[src/design/gpio_pkg.sv]
/*
 Package for the dual-port GPIO block: register offsets, field positions,
 reset values and bus encodings.
 Assumes a 32-bit AHB-Lite bus with word-aligned single transfers.
*/
package gpio_pkg;
  localparam int unsigned first_width = 6;
  localparam int unsigned second_width = 8;
  // Byte offsets of the register words
  localparam logic [7:0] first_data_off = 8'h00;
  localparam logic [7:0] first_dir_off = 8'h04;
  localparam logic [7:0] first_pue_off = 8'h08;
  localparam logic [7:0] second_data_off = 8'h0c;
  localparam logic [7:0] second_dir_off = 8'h10;
  localparam logic [7:0] second_pue_off = 8'h14;
  localparam logic [7:0] clock_ctrl_off = 8'h18;
  // Field positions
  localparam int unsigned input_only_bit = 2;
  localparam int unsigned bit_four = 4;
  localparam int unsigned clk_out_en_pos = 0;
  localparam int unsigned osc_opt_pos = 1;
  localparam int unsigned irq_en_pos = 3;
  // Reset values
  localparam logic [5:0] first_dir_rst = 6'h00;
  localparam logic [5:0] first_pue_rst = 6'h00;
  localparam logic [7:0] second_dir_rst = 8'h00;
  localparam logic [7:0] second_pue_rst = 8'h00;
  localparam logic [3:0] clock_ctrl_rst = 4'h0;
  // Oscillator options and bus encodings
  localparam logic [1:0] osc_internal = 2'h0;
  localparam logic [1:0] osc_external = 2'h1;
  localparam logic [1:0] osc_rc = 2'h2;
  localparam logic [1:0] osc_crystal = 2'h3;
  localparam logic [1:0] htrans_nonseq = 2'h2;
  localparam logic [2:0] hsize_word = 3'h2;

  typedef struct packed {
    logic [7:0] pull;
    logic [7:0] oe_n;
    logic [7:0] dout;
  } pin_drive_t;
endpackage : gpio_pkg

[src/design/gpio_ports.sv]
/*
 Dual-port GPIO: a six-pin first port with an input-only pin and a shared
 oscillator clock output, and an eight-pin second port, each with data
 latches, direction bits and pull-up enables, reached over AHB-Lite.
 Assumes one AHB-Lite master, single word transfers, and that the pad
 resolves pin level from output enable (low = driving) and pull request.
*/
`timescale 1ns/1ps
module gpio_ports (
  input wire logic hclk, // Bus clock, 125 MHz
  input wire logic hresetn, // Async reset, active low
  input wire logic ce, // Clock enable, freezes state when low
  input wire logic hsel, // Slave select
  input wire logic [31:0] haddr, // Address
  input wire logic [1:0] htrans, // Transfer type
  input wire logic hwrite, // Write when high
  input wire logic [2:0] hsize, // Transfer size
  input wire logic [31:0] hwdata, // Write data
  input wire logic hready, // Bus ready in
  output logic [31:0] hrdata, // Read data
  output logic hreadyout, // Slave ready
  output logic hresp, // Response, always OKAY
  input wire logic four_times_bus_clock, // Oscillator clock to pin
  input wire logic [5:0] first_port_pin_in, // First port pin levels
  output logic [5:0] first_port_pin_out, // First port pin drive level
  output logic [5:0] first_port_pin_oe_n, // First port drive, low=on
  output logic [5:0] first_port_pullup, // First port pull-up on
  input wire logic [7:0] second_port_pin_in, // Second port pin levels
  output logic [7:0] second_port_pin_out, // Second port drive level
  output logic [7:0] second_port_pin_oe_n, // Second port drive, low=on
  output logic [7:0] second_port_pullup // Second port pull-up on
);
  localparam int unsigned fw = gpio_pkg::first_width;
  localparam int unsigned sw = gpio_pkg::second_width;

  logic [fw-1:0] first_port_data_q;
  logic [fw-1:0] first_port_direction_q;
  logic [fw-1:0] first_port_pullup_enable_q;
  logic [sw-1:0] second_port_data_q;
  logic [sw-1:0] second_port_direction_q;
  logic [sw-1:0] second_port_pullup_enable_q;
  logic [3:0] clock_ctrl_q;
  logic [fw-1:0] first_sync;
  logic [sw-1:0] second_sync;
  logic wr_pend_q;
  logic rd_pend_q;
  logic [7:0] addr_q;
  logic [31:0] hrdata_q;
  logic [31:0] rd_d;
  logic access;
  logic [7:0] addr_ph;
  logic clock_output_pin_enable;
  logic [1:0] osc_opt;
  logic irq_en;
  logic osc_pin_is_clock;
  logic [fw-1:0] first_drive;
  logic [fw-1:0] first_read;
  gpio_pkg::pin_drive_t first_drv;
  gpio_pkg::pin_drive_t second_drv;

  pin_sync #(.width(fw)) u_first_sync (
    .hclk(hclk),
    .hresetn(hresetn),
    .ce(ce),
    .pin_in(first_port_pin_in),
    .pin_sync_q(first_sync)
  );

  pin_sync #(.width(sw)) u_second_sync (
    .hclk(hclk),
    .hresetn(hresetn),
    .ce(ce),
    .pin_in(second_port_pin_in),
    .pin_sync_q(second_sync)
  );

  assign clock_output_pin_enable = clock_ctrl_q[gpio_pkg::clk_out_en_pos];
  assign osc_opt = clock_ctrl_q[gpio_pkg::osc_opt_pos +: 2];
  assign irq_en = clock_ctrl_q[gpio_pkg::irq_en_pos];

  // Zero-wait-state slave: address phase captured, data phase next cycle
  assign access = hsel && hready && (htrans == gpio_pkg::htrans_nonseq);
  assign addr_ph = haddr[7:0];
  assign hreadyout = 1'b1;
  assign hresp = 1'b0;

  always_ff @(posedge hclk or negedge hresetn) begin
    if (!hresetn) begin
      wr_pend_q <= 1'b0;
      rd_pend_q <= 1'b0;
      addr_q <= 8'h00;
    end else if (ce && hready) begin
      wr_pend_q <= access && hwrite;
      rd_pend_q <= access && !hwrite;
      addr_q <= addr_ph;
    end
  end

  // Data latches have no reset; writes land whatever the direction
  always_ff @(posedge hclk) begin
    if (ce && wr_pend_q && addr_q == gpio_pkg::first_data_off) begin
      first_port_data_q <= hwdata[fw-1:0];
    end
  end

  always_ff @(posedge hclk) begin
    if (ce && wr_pend_q && addr_q == gpio_pkg::second_data_off) begin
      second_port_data_q <= hwdata[sw-1:0];
    end
  end

  always_ff @(posedge hclk or negedge hresetn) begin
    if (!hresetn) begin
      first_port_direction_q <= gpio_pkg::first_dir_rst;
    end else if (ce && wr_pend_q && addr_q == gpio_pkg::first_dir_off) begin
      first_port_direction_q <= hwdata[fw-1:0];
    end
  end

  always_ff @(posedge hclk or negedge hresetn) begin
    if (!hresetn) begin
      first_port_pullup_enable_q <= gpio_pkg::first_pue_rst;
    end else if (ce && wr_pend_q && addr_q == gpio_pkg::first_pue_off) begin
      first_port_pullup_enable_q <= hwdata[fw-1:0];
    end
  end

  always_ff @(posedge hclk or negedge hresetn) begin
    if (!hresetn) begin
      second_port_direction_q <= gpio_pkg::second_dir_rst;
    end else if (ce && wr_pend_q && addr_q == gpio_pkg::second_dir_off) begin
      second_port_direction_q <= hwdata[sw-1:0];
    end
  end

  always_ff @(posedge hclk or negedge hresetn) begin
    if (!hresetn) begin
      second_port_pullup_enable_q <= gpio_pkg::second_pue_rst;
    end else if (ce && wr_pend_q && addr_q == gpio_pkg::second_pue_off) begin
      second_port_pullup_enable_q <= hwdata[sw-1:0];
    end
  end

  always_ff @(posedge hclk or negedge hresetn) begin
    if (!hresetn) begin
      clock_ctrl_q <= gpio_pkg::clock_ctrl_rst;
    end else if (ce && wr_pend_q && addr_q == gpio_pkg::clock_ctrl_off) begin
      clock_ctrl_q <= hwdata[3:0];
    end
  end

  // Clock out only for internal or RC oscillator options
  assign osc_pin_is_clock = clock_output_pin_enable &&
    (osc_opt == gpio_pkg::osc_internal || osc_opt == gpio_pkg::osc_rc);

  always_comb begin
    first_drive = first_port_direction_q;
    first_drive[gpio_pkg::input_only_bit] = 1'b0;
    if (osc_pin_is_clock) begin
      first_drive[gpio_pkg::bit_four] = 1'b1;
    end
  end

  always_comb begin
    first_drv = '0;
    first_drv.oe_n[fw-1:0] = ~first_drive;
    first_drv.dout[fw-1:0] = first_port_data_q;
    if (osc_pin_is_clock) begin
      first_drv.dout[gpio_pkg::bit_four] = four_times_bus_clock;
    end
    // Pull-up only where enabled and the direction bit is clear
    first_drv.pull[fw-1:0] = first_port_pullup_enable_q &
      ~first_port_direction_q;
    if (osc_pin_is_clock) begin
      first_drv.pull[gpio_pkg::bit_four] = 1'b0;
    end
  end

  always_comb begin
    second_drv = '0;
    second_drv.oe_n = ~second_port_direction_q;
    second_drv.dout = second_port_data_q;
    second_drv.pull = second_port_pullup_enable_q &
      ~second_port_direction_q;
  end

  assign first_port_pin_out = first_drv.dout[fw-1:0];
  assign first_port_pin_oe_n = first_drv.oe_n[fw-1:0];
  assign first_port_pullup = first_drv.pull[fw-1:0];
  assign second_port_pin_out = second_drv.dout;
  assign second_port_pin_oe_n = second_drv.oe_n;
  assign second_port_pullup = second_drv.pull;

  always_comb begin
    first_read = (first_port_direction_q & first_port_data_q) |
      (~first_port_direction_q & first_sync);
    // Input-only pin has no driver, so report its level unless irq_en is set, which reads it as 0
    first_read[gpio_pkg::input_only_bit] = irq_en ? 1'b0 :
      first_sync[gpio_pkg::input_only_bit];
  end

  always_comb begin
    rd_d = 32'h0000_0000;
    unique case (addr_ph)
      gpio_pkg::first_data_off: rd_d[fw-1:0] = first_read;
      gpio_pkg::first_dir_off: rd_d[fw-1:0] = first_port_direction_q;
      gpio_pkg::first_pue_off: rd_d[fw-1:0] = first_port_pullup_enable_q;
      gpio_pkg::second_data_off: rd_d[sw-1:0] =
        (second_port_direction_q & second_port_data_q) |
        (~second_port_direction_q & second_sync);
      gpio_pkg::second_dir_off: rd_d[sw-1:0] = second_port_direction_q;
      gpio_pkg::second_pue_off: rd_d[sw-1:0] = second_port_pullup_enable_q;
      gpio_pkg::clock_ctrl_off: rd_d[3:0] = clock_ctrl_q;
      default: rd_d = 32'h0000_0000;
    endcase
  end

  // Read data sampled at end of address phase, held through data phase
  always_ff @(posedge hclk or negedge hresetn) begin
    if (!hresetn) begin
      hrdata_q <= 32'h0000_0000;
    end else if (ce && access && !hwrite) begin
      hrdata_q <= rd_d;
    end
  end

  assign hrdata = hrdata_q;
endmodule : gpio_ports

[src/design/pin_sync.sv]
/*
 Two-flop synchroniser for a group of pin inputs.
 Assumes the pins are asynchronous to hclk.
*/
`timescale 1ns/1ps
module pin_sync #(
  parameter int unsigned width = 8
) (
  input wire logic hclk, // Bus clock
  input wire logic hresetn, // Async reset, active low
  input wire logic ce, // Clock enable
  input wire logic [width-1:0] pin_in, // Raw pin levels
  output logic [width-1:0] pin_sync_q // Synchronised levels
);
  logic [width-1:0] meta_q;

  always_ff @(posedge hclk or negedge hresetn) begin
    if (!hresetn) begin
      meta_q <= '0;
      pin_sync_q <= '0;
    end else if (ce) begin
      meta_q <= pin_in;
      pin_sync_q <= meta_q;
    end
  end
endmodule : pin_sync

[config.mk]
export PLATFORM = sky130hd
export DESIGN_NAME = gpio_ports
export DESIGN_NICKNAME = d
export VERILOG_FILES = /design/src/design/gpio_pkg.sv /design/src/design/gpio_ports.sv /design/src/design/pin_sync.sv
export SDC_FILE = /design/constraint.sdc
export NUM_CORES = 1
export LEC_CHECK = 0
export BUFFER_PORTS_ARGS = -buffer_cell sky130_fd_sc_hd__buf_2
export CORE_MARGIN = 2
export CORE_UTILIZATION = 49
export CTS_CLUSTER_SIZE = 8
export DETAILED_ROUTE_END_ITERATION = 10
export GPL_TIMING_DRIVEN = 0
export PLACE_DENSITY = 0.83
export SLEW_MARGIN = 20
export SYNTH_ARGS = -nofsm -noshare
export SYNTH_HDL_FRONTEND = slang
export SYNTH_SLANG_ARGS = --single-unit
[constraint.sdc]
create_clock -name hclk -period 2.8 [get_ports hclk]
set_input_delay 0.56 -clock hclk [delete_from_list [all_inputs] [get_ports hclk]]
set_output_delay 0.56 -clock hclk [all_outputs]
set_load 0.01 [all_outputs]
==> results of run 1 <==
## through the flow
step	power, uW	hold slack (ps)	cell area, um^2
floorplan	1663	264.4	4432
global placement	1762	460.1	4992
detailed placement	1782	481.3	5029
CTS	2642	174.3	5221
global route	2730	201.3	5221
finish	2625	166.3	5221
## layout make-up
class | count | share of cell area, %
Buffer | 45 | 5.775
Tap cell | 108 | 2.588
Inverter | 16 | 1.150
Sequential cell | 91 | 44.96
Multi-Input combinational cell | 223 | 33.12
Timing Repair Buffer | 87 | 8.723
Clock buffer | 10 | 2.444
Clock inverter | 6 | 1.246
## power groups by stage
stage	clock network, uW	logic (uW)	registers, uW
6_report	870	297	1460
5_1_grt	934	328	1470
4_1_cts	885	298	1460
3_5_place_dp	0	296	1490
3_3_place_gp	0	282	1480
2_1_floorplan	0	193	1470
## worst paths after layout
| path | slack, ps | start | end | cells past startpoint |
|---|---|---|---|---|
| min reg2reg | 490 | u_first_sync.meta_q[4] | u_first_sync.pin_sync_q[4] | 2 |
| min in group hclk | 400 | hwdata[7] | second_port_pin_out[7] | 1 |
| max reg2reg | 750 | addr_q[0] | first_port_data_q[3] | 3 |
| max in group asynchronous | 2060 | hresetn | addr_q[6] | 2 |
| max | 650 | haddr[5] | hrdata[5] | 5 |
| min | 170 | hresetn | u_second_sync.meta_q[2] | 1 |
## cell usage after synthesis, types with 2 or more instances
cell type	instances	share of area, %
nor4_1	2	0.29
o211ai_1	4	0.69
a21oi_1	4	0.46
a22o_1	3	0.61
a211oi_1	3	0.52
o22ai_1	6	0.87
or3b_2	2	0.40
nor2_1	9	0.78
nand3b_1	8	1.4
nand3_1	4	0.46
nand2_1	13	1.1
conb_1	2	0.17
nor2b_1	14	2.0
nor3_1	2	0.23
mux2_2	66	17
clkbuf_1	9	0.78
inv_1	16	1.4
a32oi_1	3	0.61
o21ai_0	17	2.0
dfrtp_1	77	44
buf_4	33	5.7
nand2b_1	3	0.43
edfxtp_1	14	9.7
mux2i_1	17	3.9
## sequential cells by signal, summed over array words and instances (netlist names), 8 cells and up
signal and count:
addr_q 8, hrdata 8, second_port_direction_q 8, second_port_pin_out 8, second_port_pullup_enable_q 8, u_second_sync.meta_q 8
u_second_sync.pin_sync_q 8
## cell families (layout without fill, tap and decap cells)
| kind of cell | Yosys count | after routing | synth area share [%] |
|---|---|---|---|
| compound gates | 44 | 44 | 6.606 |
| buf+inv | 61 | 164 | 8.336 |
| flops | 91 | 91 | 54.11 |
| mux | 83 | 83 | 21.06 |
| other cells | 2 | 27 | 0.1731 |
| simple gates | 69 | 69 | 9.721 |
## layer usage
layer  vias to the layer above  global-route usage (%)  share of wire, %
met2                       163                   33.67                47
met5                         -                       0                 0
met1                      1506                   28.23                40
li1                       1437                       -                 -
met4                         0                   11.43               3.4
met3                        28                   3.937               9.7
==> metrics.cfg, run 1 <==
[detailed_routing]
wl_per_cell_um=16.95
drtPass1Iterations=4
drt_iter0_drc=204
wirelength_mm=9.935
drt.antenna.violating_nets=0
routed-via-count=3134
drcViolationCount=0
viasPerCell=5.348

[synthesis]
ys_warn_count=0
ys_ff_latch=91
synth_ff_type=dfrtp_1
syn_area_per_cell_um2=12.39
synth_edf_count=14
synthCells=350
yosysUniqueCellTypes=43
syn_area_mm2=0.004338
async_flop_share_pct=84.62
synth_seq_area_share_pct=54.11

[job]
maxCapViolCount=0

[timing]
worst_slew_pin_slew_ps=996.8
fin_crit_sh_pct=76.71
grt_setup_unrepaired=false
final-hold-violation-count=0
tns_ps=0
slew_violations=0
slew_headroom_pct=33.37
finalSetupViolCount=0
layout_min_cycle_time_ps=2148
worst_slack_ps=652.1
finClkSkew_ps=7.980
max_freq_mhz=465.6

[critical_path]
crit_buf_inv=1
crit_required_ps=3080
slowest_stage=nor4b_2
critPathKind=input port to flip-flop
worst_path_most_repeated_cell=o21ai_0
slowest_delay_ps=830
setup.worst_path.end_class=flip-flop
critical_path_peak_fanout=9
cp-start-kind=input port
crit_chain=buf_2, or3_4, nor4b_2, o21ai_0, o21ai_0
critical_path.top_delay_family=simple AND/OR/NAND/NOR gates
arrival_ps=2420

[pwr]
power.share.clock_pct=33.1
leakage_uw=0.002461
p_comb_share_pct=11.3
switching_share_pct=24.92
switching_power_uw=654.3
seqPwrFrac_pct=55.6
irDropWorstVdd_mv=0.2642
internal-power_uw=1971
p_per_area_mw_per_mm2=502.8

[final_layout]
fillerInstances=714
final_util_pct=60.46
layout.nets=563
regArea_mm2=0.002347
area.growth.synth_to_final_pct=20.36
drive_gt1_share_pct=44.35
insertedDiodeCount=0
fin_cells=586
multiInputGateArea_mm2=0.001729
final_cell_mix=buf_2, dfrtp_1, mux2_2, buf_4, conb_1
final_common_cell=buf_2

[clocking]
cts.path.max_buffers=2
post_cts_buffers=0
cts_root_buf=clkbuf_8
cts.clk_slew.worst_paths_ps=90
ctsResizeCount=0
ctsHoldBuffers=0
cts_buffers=9
cts_tree=yes
cts_sinks=91
worst_skew_pair.late_latency_ps=360
htreeDepth=3

[run_status]
status=finished, final reports clean

[floorplanning]
dieArea_mm2=0.009622
die_h_um=98.09
ioPinCount=166
die_w_um=98.09
fp-row-count=34
start_util_pct=50.23
coreArea_mm2=0.008636

[worst_hold_path]
min_path_type=input port to asynchronous set/reset pin

[grt]
grt_use_total_pct=21.37
grt_max_degree=40
grt_pass1_vias=3138
antenna_found_initial=0
grt_pass1_wl_mm=15.86
grt_overflow_total=0

[placed_design]
hpwl_mm=7.396
placedCellCount=570
gp_congestion=0.8079
port_buffers=85
place_ws_ps=461.4

Note: power is estimated with default switching activity, not from simulation.
==> inputs of run 2 (changes only) <==
Settings changed: ABC_AREA from default to 1, CORE_UTILIZATION 49 to 45, PLACE_DENSITY 0.83 to 0.8.
Clock period 2.8 ns to 1.8 ns, I/O delays scaled along.
==> run 2 against run 1 <==
Sequential share of layout area decreased by 2.5 points. Power increased by 61%. Cell count increased by 35%. Via count increased by 25%. Sequential power increased by 55%. Utilization decreased by 4.1 points. Clock skew about the same. Cell area increased by 6.0%. Critical endpoint is now second_port_pin_out[0]. Largest cell class unchanged. Largest power group unchanged.
==> metrics.cfg, run 2 <==
[run_status]
status=finished, final reports clean

[critical_path]
setup.worst_path.end_class=flip-flop
worstReg2RegEnd=second_port_pin_out[0]
r2r_start=addr_q[4]
crit_start=addr_q[4]
slowest_stage=dfrtp_1
crit_required_ps=1830  ; -1250 ps
crit_chain=nor4_4, nand2_1, nor2_4
slowest_delay_ps=460  ; -370 ps
crit_buf_inv=0  ; -1
crit_cells=3  ; -2
critical_path.top_delay_family=simple AND/OR/NAND/NOR gates
critPathKind=flip-flop to flip-flop
cp-start-kind=flip-flop
critical_path_peak_fanout=8  ; -1
r2r_slack_ps=120  ; -630 ps
crit_end=second_port_pin_out[0]
arrival_ps=1710  ; -710 ps
rr_worst_depth=3  ; unchanged

[placed_design]
gp_congestion=0.8852  ; +9.6%
place_ws_ps=-321.8  ; -783.2 ps
port_buffers=86  ; +1.2%
placedCellCount=775  ; +36%
hpwl_mm=8.581  ; +16%

[floorplanning]
ioPinCount=166  ; unchanged
die_w_um=104.6  ; +6.6%
die_h_um=104.6  ; +6.6%
start_util_pct=46.38  ; -3.9 points
coreArea_mm2=0.009819  ; +14%
dieArea_mm2=0.01094  ; +14%
fp-row-count=36  ; +5.9%

[pwr]
p_comb_share_pct=11.5  ; +0.2 points
seqPwrFrac_pct=53.7  ; -1.9 points
irDropWorstVdd_mv=0.4288  ; +62%
switching_share_pct=25.28  ; +0.36 points
p_per_area_mw_per_mm2=764.9  ; +52%
power_uw=4233  ; +61%
leakage_uw=0.002797  ; +14%
internal-power_uw=3163  ; +60%
switching_power_uw=1070  ; +64%
power.share.clock_pct=34.8  ; +1.7 points

[clocking]
cts_buffers=9  ; unchanged
worst_skew_pair.late_latency_ps=370  ; about the same
cts.path.max_buffers=2  ; unchanged
cts_sinks=91  ; unchanged
cts_root_buf=clkbuf_8
cts_tree=yes
cts.clk_slew.worst_paths_ps=80  ; about the same
htreeDepth=3  ; unchanged

[detailed_routing]
drt.antenna.violating_nets=0  ; unchanged
viasPerCell=4.955  ; -7.4%
drcViolationCount=0  ; unchanged
drt_iter0_drc=253  ; +24%
wirelength_mm=11.53  ; +16%
wl_per_cell_um=14.56  ; -14%
drtPass1Iterations=5  ; +1
routed-via-count=3924  ; +25%

[grt]
grt_overflow_total=0  ; unchanged
grt_use_total_pct=21.65  ; +0.28 points
grt_max_degree=56  ; +40%
antenna_found_initial=0  ; unchanged
grt_pass1_wl_mm=18.50  ; +17%
grt_pass1_vias=3753  ; +20%

[synthesis]
yosys-top-cells-count=nand2_1, dfrtp_1, inv_1
ys_warn_count=0  ; unchanged
synth.top_cell.area_share_pct=42.31  ; -2.1 points
ys_ff_latch=91  ; unchanged
synth_edf_count=14  ; unchanged
synth.most_common_cell=nand2_1
synth.area.top_cells=dfrtp_1, nand2_1, edfxtp_1
yosysUniqueCellTypes=28  ; -35%
synth_seq_area_share_pct=51.54  ; -2.6 points
syn_area_mm2=0.004554  ; +5.0%
yosysTopAreaCell=dfrtp_1
syn_area_per_cell_um2=8.593  ; -31%
async_flop_share_pct=84.62  ; unchanged
synth_ff_type=dfrtp_1
synthCells=530  ; +51%

[job]
maxCapViolCount=0  ; unchanged

[timing]
final-hold-violation-count=0  ; unchanged
worst_slew_pin_slew_ps=512.3  ; -484.5 ps
max_freq_mhz=594.5
finalSetupViolCount=0  ; unchanged
fin_crit_sh_pct=93.44
finClkSkew_ps=8.049  ; +0.06861 ps
whs_ps=183.3  ; +16.96 ps
slew_headroom_pct=65.81  ; +32 points
grt_setup_unrepaired=false
worst_slack_ps=118.0  ; -534.1 ps
slew_violations=0  ; unchanged
layout_min_cycle_time_ps=1682

[final_layout]
fin_cells=792  ; +35%
final_cell_mix=nand2_1, buf_2, dfrtp_1, inv_1, nor2_1
area.growth.synth_to_final_pct=21.51
layout.nets=745  ; +32%
final_util_pct=56.36  ; -4.1 points
final_common_cell=nand2_1
drive_gt1_share_pct=30.96  ; -13 points
insertedDiodeCount=0  ; unchanged

[worst_hold_path]
min_path_type=input port to flip-flop

==> run 2: changes by cell type after synthesis, sizes merged, moves of 6 or more <==
| cell | change |
|---|---|
| nand2 | +126 |
| mux2 | -57 |
| nor2 | +48 |
| inv | +47 |
| o21ai | +46 |
| nand3 | +35 |
| mux2i | -17 |
| nor2b | -13 |
| buf | +10 |
| nand3b | -9 |
| clkbuf | -7 |
| a21oi | +6 |
| o22ai | -6 |
==> run 2: power by group through the flow <==
stage	logic, uW	registers, uW	clock network, uW
final	487	2270	1470
after global routing	547	2290	1570
after CTS	488	2270	1490
after detailed placement	481	2320	0
after global placement	457	2310	0
after floorplan	298	2300	0
==> run 2: kinds of logic after synthesis <==
kind of cell           Yosys count  share of synthesized area [%]
muxes                            9                          2.225
AOI/OAI and AO/OA               75                          10.16
buffers and inverters          111                          12.86
other                            2                         0.1649
DFF                             91                          51.54
and+or+nand+nor                242                          23.05
==> run 2: final cells by class <==
type,instances,area (um^2)
Fill cell,890,4285
Sequential cell,91,2347
Multi-Input combinational cell,353,1737
Timing Repair Buffer,89,490.5
Buffer,48,349.1
Inverter,63,236.5
Tap cell,133,166.4
Clock buffer,10,127.6
Clock inverter,5,80.08
==> run 2: repair_timing <==
item                                   CTS  global route
gates resized for setup                  3             1
hold buffers                             1             0
setup endpoints to repair               14             7
setup buffers                            0             1
endpoints found under the hold margin   22             0
==> run 2: worst min path at each step <==
stage	startpoint	to	slack, ps	depth (start not counted)
finish	hwdata[7]	second_port_pin_out[7]	180	1
global route	hwdata[7]	second_port_pin_out[7]	170	1
floorplan	hresetn	addr_q[0]	60	0
detailed placement	hresetn	u_first_sync.pin_sync_q[1]	290	1
CTS	hwdata[7]	second_port_pin_out[7]	180	1
global placement	second_port_pullup_enable_q[6]	second_port_pullup_enable_q[6]	460	2
==> run 2: routing by layer <==
metal,up-vias,GRT usage [%],routed length [um]
li1,1872,-,-
met1,1833,27.76,4707
met2,184,35.48,5537
met3,35,5.303,953
met4,0,8.381,336
met5,-,0,0
==> run 2: through the flow <==
| stage | setup TNS, ps | cell area, um^2 |
|---|---|---|
| floorplan | 0 | 4648 |
| global placement | -13590 | 5245 |
| detailed placement | -3296 | 5280 |
| CTS | 0 | 5512 |
| global route | 0 | 5534 |
| finish | 0 | 5534 |
